<file path="config.mk">
export PLATFORM = sky130hd
export DESIGN_NAME = lfc_link_format_config
export DESIGN_NICKNAME = d
export VERILOG_FILES = /design/src/hw/lfc_pkg.sv /design/src/hw/lfc_link_format_config.sv
export VERILOG_INCLUDE_DIRS = /design/src /design/src/hw
export SDC_FILE = /design/constraint.sdc
export NUM_CORES = 1
export LEC_CHECK = 0
export ABC_AREA = 1
export BUFFER_PORTS_ARGS = -buffer_cell sky130_fd_sc_hd__buf_2
export CORE_AREA = 2 2 62 64
export CTS_BUF_LIST = sky130_fd_sc_hd__clkbuf_8 sky130_fd_sc_hd__clkbuf_16
export CTS_CLUSTER_SIZE = 24
export DETAILED_ROUTE_END_ITERATION = 8
export DIE_AREA = 0 0 64 66
export PLACE_DENSITY = 0.72
export SYNTH_ARGS = -nofsm -noshare
export SYNTH_HDL_FRONTEND = slang
export SYNTH_SLANG_ARGS = --single-unit
export TNS_END_PERCENT = 50
</file>
<file path="constraint.sdc">
create_clock -name clk_sys_in -period 1.4 [get_ports clk_sys_in]
set_input_delay 0.07 -clock clk_sys_in [delete_from_list [all_inputs] [get_ports clk_sys_in]]
set_output_delay 0.07 -clock clk_sys_in [all_outputs]
set_load 0.03 [all_outputs]
</file>
<file path="src/hw/lfc_params.svh">
// Register offsets, field positions, reset values and timing counts of the link format block.
`ifndef LFC_PARAMS_SVH
`define LFC_PARAMS_SVH

// ----------------------------------------------------------------------------
// Register map
// ----------------------------------------------------------------------------
`define LFC_ADDR_RESERVED_SIX   8'h06
`define LFC_ADDR_LINK_FORMAT    8'h07
`define LFC_RESERVED_SIX_VALUE  8'h02
`define LFC_UNMAPPED_READ       8'h00

// ----------------------------------------------------------------------------
// Field positions inside the link format control register
// ----------------------------------------------------------------------------
`define LFC_BIT_TWO_WORD        7
`define LFC_BIT_WORD_WIDTH      5
`define LFC_BIT_CLOCK_EDGE      4
`define LFC_BIT_SYNC_TRACK      3
`define LFC_BIT_SYNC_CODE       2
`define LFC_ERR_MSB             1
`define LFC_ERR_LSB             0

// ----------------------------------------------------------------------------
// Error check codes
// ----------------------------------------------------------------------------
`define LFC_ERR_PARITY          2'h0
`define LFC_ERR_CRC             2'h1
`define LFC_ERR_HAMMING         2'h2
`define LFC_ERR_FORBIDDEN       2'h3

// ----------------------------------------------------------------------------
// Strap capture timing
// ----------------------------------------------------------------------------
`define LFC_STRAP_SETTLE_CYCLES 3'h4

`endif

</file>
<file path="src/hw/lfc_pkg.sv">
// Types shared by the link format configuration block.
package lfc_pkg;

  // Controller states: wait for straps to settle, then run.
  typedef enum logic [1:0] {
    LFC_ST_SETTLE = 2'b01,
    LFC_ST_RUN    = 2'b10
  } lfc_state_e;

  // Decoded link format settings driven to the datapath.
  typedef struct packed {
    logic       two_word_per_clock_select;
    logic       word_width_select;
    logic       clock_edge_choice;
    logic       sync_tracking_enable;
    logic       sync_code_enable;
    logic [1:0] link_error_check_select;
  } lfc_cfg_s;

  // Strap levels sampled at power-up.
  typedef struct packed {
    logic local_control_link_pin;
    logic double_output_strap_pin;
    logic width_strap_pin;
    logic edge_strap_pin;
    logic sync_strap_pin;
    logic error_check_strap_pin;
  } lfc_strap_s;

endpackage

</file>
<file path="src/hw/lfc_link_format_config.sv">
// Link format configuration register with strap-loaded power-up defaults.
`timescale 1ns/1ps
`include "lfc_params.svh"

module lfc_link_format_config (
  input  wire logic              clk_sys_in,
  input  wire logic              reset_in,
  input  wire lfc_pkg::lfc_strap_s strap_in,
  input  wire logic              reg_wr_in,
  input  wire logic              reg_rd_in,
  input  wire logic [7:0]        reg_addr_in,
  input  wire logic [7:0]        reg_wdata_in,
  output logic [7:0]             reg_rdata_out,
  output logic                   reg_rvalid_out,
  output logic                   ready_out,
  output lfc_pkg::lfc_cfg_s      cfg_out,
  output logic                   edge_falling_out
);

  // --------------------------------------------------------------------------
  // Strap synchronisers
  // --------------------------------------------------------------------------
  localparam int STRAP_W = $bits(lfc_pkg::lfc_strap_s);

  logic [STRAP_W-1:0] sync1_r;
  logic [STRAP_W-1:0] sync2_r;
  logic [STRAP_W-1:0] sync3_r;
  logic [STRAP_W-1:0] strap_f_r;
  logic [STRAP_W-1:0] strap_f_nxt;

  // Each strap passes three flops; a change counts once flops two and three agree.
  genvar gi;
  generate
    for (gi = 0; gi < STRAP_W; gi++) begin : g_sync
      assign strap_f_nxt[gi] = (sync2_r[gi] == sync3_r[gi]) ? sync3_r[gi] : strap_f_r[gi];
    end
  endgenerate

  // Shift the straps through the synchroniser chain.
  always_ff @(posedge clk_sys_in) begin
    if (reset_in) begin
      sync1_r   <= '0;
      sync2_r   <= '0;
      sync3_r   <= '0;
      strap_f_r <= '0;
    end else begin
      sync1_r   <= strap_in;
      sync2_r   <= sync1_r;
      sync3_r   <= sync2_r;
      strap_f_r <= strap_f_nxt;
    end
  end

  // --------------------------------------------------------------------------
  // Power-up defaults from straps
  // --------------------------------------------------------------------------
  lfc_pkg::lfc_strap_s strap_w;
  logic                strap_use;
  lfc_pkg::lfc_cfg_s   strap_cfg;

  // Gates one strap level by the local control link pin; used for every strapped field.
  function automatic logic strap_gate(input logic use_straps, input logic pin);
    return use_straps & pin;
  endfunction

  // Straps only count while the local control link pin is low. With that pin high
  // every field falls back to zero, which is also the parity check code.
  assign strap_w   = lfc_pkg::lfc_strap_s'(strap_f_r);
  assign strap_use = ~strap_w.local_control_link_pin;
  assign strap_cfg.two_word_per_clock_select =
           strap_gate(strap_use, strap_w.double_output_strap_pin);
  assign strap_cfg.word_width_select         =
           strap_gate(strap_use, strap_w.width_strap_pin);
  assign strap_cfg.clock_edge_choice         =
           strap_gate(strap_use, strap_w.edge_strap_pin);
  assign strap_cfg.sync_tracking_enable      =
           strap_gate(strap_use, strap_w.sync_strap_pin);
  assign strap_cfg.sync_code_enable          =
           strap_gate(strap_use, strap_w.sync_strap_pin);
  assign strap_cfg.link_error_check_select   =
           strap_gate(strap_use, strap_w.error_check_strap_pin) ?
           `LFC_ERR_HAMMING : `LFC_ERR_PARITY;

  // --------------------------------------------------------------------------
  // Register access decode
  // --------------------------------------------------------------------------
  lfc_pkg::lfc_state_e state_r;
  lfc_pkg::lfc_state_e state_nxt;
  logic [2:0]          settle_r;
  logic [2:0]          settle_nxt;
  lfc_pkg::lfc_cfg_s   cfg_r;
  lfc_pkg::lfc_cfg_s   cfg_nxt;
  lfc_pkg::lfc_cfg_s   cfg_wr;
  logic                hit_six;
  logic                hit_seven;
  logic                running;
  logic                wr_seven;
  logic                err_ok;
  logic [7:0]          ctrl_view;
  logic [7:0]          rdata_nxt;
  logic                rd_take;
  logic [7:0]          rd_answer;
  logic                run_coming;

  assign running   = (state_r == lfc_pkg::LFC_ST_RUN);
  assign hit_six   = (reg_addr_in == `LFC_ADDR_RESERVED_SIX);
  assign hit_seven = (reg_addr_in == `LFC_ADDR_LINK_FORMAT);
  assign wr_seven  = running & reg_wr_in & hit_seven;

  // The forbidden check code is refused; the field keeps its old value.
  assign err_ok = (reg_wdata_in[`LFC_ERR_MSB:`LFC_ERR_LSB] != `LFC_ERR_FORBIDDEN);

  // Written fields; the edge bit is taken as given, software stops the clock first.
  // Nothing guards the edge bit here, so a running pixel clock would see the edge move.
  assign cfg_wr.two_word_per_clock_select = reg_wdata_in[`LFC_BIT_TWO_WORD];
  assign cfg_wr.word_width_select         = reg_wdata_in[`LFC_BIT_WORD_WIDTH];
  assign cfg_wr.clock_edge_choice         = reg_wdata_in[`LFC_BIT_CLOCK_EDGE];
  assign cfg_wr.sync_tracking_enable      = reg_wdata_in[`LFC_BIT_SYNC_TRACK];
  assign cfg_wr.sync_code_enable          = reg_wdata_in[`LFC_BIT_SYNC_CODE];
  assign cfg_wr.link_error_check_select   = err_ok ?
                                            reg_wdata_in[`LFC_ERR_MSB:`LFC_ERR_LSB] :
                                            cfg_r.link_error_check_select;

  // Read view of the control register; the data-rate bit D6 reads zero.
  always_comb begin
    ctrl_view                               = 8'h00;
    ctrl_view[`LFC_BIT_TWO_WORD]            = cfg_r.two_word_per_clock_select;
    ctrl_view[`LFC_BIT_WORD_WIDTH]          = cfg_r.word_width_select;
    ctrl_view[`LFC_BIT_CLOCK_EDGE]          = cfg_r.clock_edge_choice;
    ctrl_view[`LFC_BIT_SYNC_TRACK]          = cfg_r.sync_tracking_enable;
    ctrl_view[`LFC_BIT_SYNC_CODE]           = cfg_r.sync_code_enable;
    ctrl_view[`LFC_ERR_MSB:`LFC_ERR_LSB]    = cfg_r.link_error_check_select;
  end

  // Register six always reads its fixed pattern and ignores writes.
  assign rdata_nxt = hit_six   ? `LFC_RESERVED_SIX_VALUE :
                     hit_seven ? ctrl_view : `LFC_UNMAPPED_READ;

  // A read is answered only once the defaults are loaded. A read in the same cycle as a
  // write returns the old value, because the configuration register updates on that edge.
  assign rd_take   = running & reg_rd_in;
  assign rd_answer = rd_take ? rdata_nxt : 8'h00;

  // --------------------------------------------------------------------------
  // Controller: settle straps, load defaults once, then accept writes
  // --------------------------------------------------------------------------
  // The settle count covers the three synchroniser flops and the agree filter, so the
  // filtered straps are steady when the defaults are copied. Later strap changes are
  // ignored: the defaults load once per reset.
  always_comb begin
    state_nxt  = state_r;
    settle_nxt = settle_r;
    cfg_nxt    = cfg_r;
    unique case (state_r)
      lfc_pkg::LFC_ST_SETTLE: begin
        settle_nxt = settle_r + 3'h1;
        if (settle_r == `LFC_STRAP_SETTLE_CYCLES) begin
          cfg_nxt   = strap_cfg;
          state_nxt = lfc_pkg::LFC_ST_RUN;
        end
      end
      lfc_pkg::LFC_ST_RUN: begin
        if (wr_seven) begin
          cfg_nxt = cfg_wr;
        end
      end
      default: begin
        state_nxt  = lfc_pkg::LFC_ST_SETTLE;
        settle_nxt = 3'h0;
      end
    endcase
  end

  // Ready looks one state ahead, so it rises on the edge that loads the defaults.
  assign run_coming = (state_nxt == lfc_pkg::LFC_ST_RUN);

  // State, settle counter and configuration register.
  always_ff @(posedge clk_sys_in) begin
    if (reset_in) begin
      state_r  <= lfc_pkg::LFC_ST_SETTLE;
      settle_r <= 3'h0;
      cfg_r    <= '0;
    end else begin
      state_r  <= state_nxt;
      settle_r <= settle_nxt;
      cfg_r    <= cfg_nxt;
    end
  end

  // Read answer: data and valid stand for one cycle after an accepted read, else zero.
  always_ff @(posedge clk_sys_in) begin
    if (reset_in) begin
      reg_rdata_out  <= 8'h00;
      reg_rvalid_out <= 1'b0;
    end else begin
      reg_rdata_out  <= rd_answer;
      reg_rvalid_out <= rd_take;
    end
  end

  // Status outputs; the edge flag follows the configuration register on the same edge.
  always_ff @(posedge clk_sys_in) begin
    if (reset_in) begin
      ready_out        <= 1'b0;
      edge_falling_out <= 1'b0;
    end else begin
      ready_out        <= run_coming;
      edge_falling_out <= cfg_nxt.clock_edge_choice;
    end
  end

  // Configuration to the datapath, straight from the register.
  assign cfg_out = cfg_r;

endmodule // lfc_link_format_config

</file>
==> metrics <==
required time at the endpoint of the critical path=1.60 ns; Net Count, Synth=246; Num CTS Buffers=5; highest clock frequency the design can meet=773 MHz; FFs w/ async S/R, synth=0%; Netlist Area Pre-Place=0.00176 mm^2; initial antenna violation count=0; worst IR drop on VDD=0.000675 V; kind of critical path=register to register; Area Growth Syn to Fin=25.4%; most instantiated cells after synthesis=sky130_fd_sc_hd__dfxtp_1, sky130_fd_sc_hd__nor2_1, sky130_fd_sc_hd__inv_1, sky130_fd_sc_hd__nand2_1, sky130_fd_sc_hd__a21oi_1; highest cell delay on the worst timing path=0.32 ns; wire length of the first global-routing pass=5050 um; Syn Area/Cell=8.14 um^2; grt total ovfl=0; count of antenna-violating nets left after detailed routing=0; die height=66 um; count of final setup violators=0; DPL Wire Length=2050 um; TritonCTS clock tree=built; Placed Instance Area=0.00202 mm^2; input/output buffers=41; insertion delay to the later sink of the worst-skew pair=0.30 ns; number of DRC violations after detailed-routing iteration 0=53; count of antenna diodes in the layout=0; DR pass1 iterations=4; crit path launch type=register; distinct cell type count after synthesis=27; CP endpoint kind=register; area used by multi-input combinational logic=674 um^2; buffer type at the clock tree root=sky130_fd_sc_hd__clkbuf_8; FF-to-FF Start=state_r[0]$_SDFF_PP1_; initial cell density of the core=49.5%; synthesis-stage register bit count=45; endpoint arrival time on the critical path=1.49 ns; HP Start=reg_rd_in; final routed wire length divided by cell count=8.97 um; cell-by-cell listing of the critical path=inv_1 -> ha_4 -> buf_4 -> nor3_4 -> a21oi_1 -> nand3_2 -> nand2_1 -> nor2_1; vias per cell=4.39; final instance area=0.00220 mm^2; largest net degree at the start of global routing=22; cells taking the most area after synthesis=sky130_fd_sc_hd__dfxtp_1, sky130_fd_sc_hd__nor2_1, sky130_fd_sc_hd__inv_1; I/O Pins=44; clock sinks=45; CP max stage cell=sky130_fd_sc_hd__dfxtp_1; Post-layout nets=300; CTS H-tree lvls=2; share of the clock period used by the worst path=92.3%; total power consumption of the routed design=0.00326 W; standard cell core area=0.00355 mm^2; Final GP Congestion=0.785; Post-Syn Instances=216; Rows=22; EDFF count, synth=0; areal power density over the cells=1480 mW/mm^2; Pins Over Slew Limit=0; total DRC errors in the routed layout=0; Fillers=316; Worst Setup SP=state_r[0]$_SDFF_PP1_; area enclosed by the die boundary=0.00422 mm^2; area share of the largest cell type after synthesis=51.2%; routed via count=1400; LEAKAGE=1.04 nW; sequential share of the synthesized area=51.2%; cell accounting for the most synthesized area=sky130_fd_sc_hd__dfxtp_1; max-cap viol count=0; number of global-route vias before repair=1296; width of the die=64 um; Synthesis Warnings=0; run status=complete, no violations; count leader, synth=sky130_fd_sc_hd__dfxtp_1; area used by sequential logic in the layout=901 um^2; wirelength, routed=2860 um; maximum clock insertion buffer count=2; leading register cell type out of synthesis=sky130_fd_sc_hd__dfxtp_1; layout cells sized above 1=28.4%; Crit Path Max Fanout=9; hold violation count in the final report=0; time the worst path needs with I/O delays and setup=1.29 ns; setup repair after global routing missed its margin=true; Hold WC Path Type=input port to register; final clock skew=0.00530 ns; clock transition at the registers of the reported paths=0.08 ns; All-Layer GR Usage=15.4%; buffers inserted by post-CTS timing repair=0
[sequential cells by signal, indices dropped and copies added (netlist names), 2 cells and up]
name / count
settle_r: 3
cfg_out: 6
sync1_r: 6
sync3_r: 6
reg_rdata_out: 7
strap_f_r: 6
sync2_r: 6
state_r: 2
[cell usage in the layout (no fill, tap or decap), types with 5 or more instances in the layout]
cell,netlist,final
sky130_fd_sc_hd__dlygate4sd3_1,0,6
sky130_fd_sc_hd__nor2_1,41,41
sky130_fd_sc_hd__buf_2,3,41
sky130_fd_sc_hd__clkbuf_8,0,5
sky130_fd_sc_hd__a21oi_1,17,17
sky130_fd_sc_hd__inv_1,40,40
sky130_fd_sc_hd__o21ai_0,8,8
sky130_fd_sc_hd__dfxtp_1,45,45
sky130_fd_sc_hd__buf_4,2,7
sky130_fd_sc_hd__nand3_1,7,6
sky130_fd_sc_hd__nand2_1,20,20
[where the power goes]
group          internal [W]  switching [W]
sequential          0.00139      0.0000636
clock              0.000354       0.000435
combinational      0.000430       0.000587
[final cells by class]
cell class,instances,area share [%]
Sequential cell,45,40.9
Multi-Input combinational cell,121,30.6
Timing Repair Buffer,54,14.4
Inverter,43,7.32
Clock buffer,5,3.12
Tap cell,48,2.72
Clock inverter,3,0.965
[worst max-delay path: cells and delay by family (launching register included)]
| family | cells | cell delay, ns |
|---|---|---|
| fa+ha+maj | 1 | 0.22 |
| buf+inv | 2 | 0.25 |
| simple gates | 4 | 0.23 |
| flops | 1 | 0.32 |
| compound gates | 1 | 0.17 |
[cell families (layout without fill, tap and decap cells)]
group / count (synthesis) / count (layout) / synth area share (%)
buf+inv: 50 / 105 / 12.2
other cells: 1 / 1 / 0.213
fa+ha+maj: 4 / 4 / 2.85
flops: 45 / 45 / 51.2
compound gates: 34 / 34 / 11.6
simple gates: 82 / 82 / 21.9
[timing repair]
| item | in CTS | in global routing |
|---|---|---|
| hold buffers | 6 | 0 |
| endpoints found under the setup margin | 5 | 8 |
| resized for setup | 1 | 5 |
| endpoints found under the hold margin | 6 | 0 |
[final timing paths]
path	to	slack [ns]	cells past startpoint
worst max-delay path	cfg_out[3]$_SDFFE_PP0P_	0.11	8
worst min-delay path	reg_rvalid_out$_SDFF_PP0_	0.03	3
worst max register to register	cfg_out[3]$_SDFFE_PP0P_	0.11	8
worst min register to register	sync2_r[2]$_SDFF_PP0_	0.40	2
[metal layers]
layer / GRT usage (%) / up-vias / share of wire [%] / wire, um
met5: 0 / - / 0 / 0
met4: 8.15 / 0 / 2.1 / 61
met3: 4.43 / 7 / 6.9 / 197
met2: 26.8 / 45 / 43 / 1220
met1: 17.0 / 584 / 48 / 1380
li1: - / 764 / - / -
[metrics by stage]
step | hold WS [ns] | utilization (%) | setup TNS, ns | instances | worst slack (ns)
CTS | 0.0298 | 61.3 | 0 | 319 | 0.0645
global route | 0.0408 | 62.1 | -0.0252 | 319 | -0.0238
floorplan | 0.154 | - | 0 | 216 | 0.108
finish | 0.0302 | 62.1 | 0 | 319 | 0.107
detailed placement | 0.275 | 57.0 | -0.0179 | 305 | -0.00708
global placement | 0.271 | 57.0 | 0 | 305 | 0.0315
Note: power is estimated with default switching activity, not from simulation.
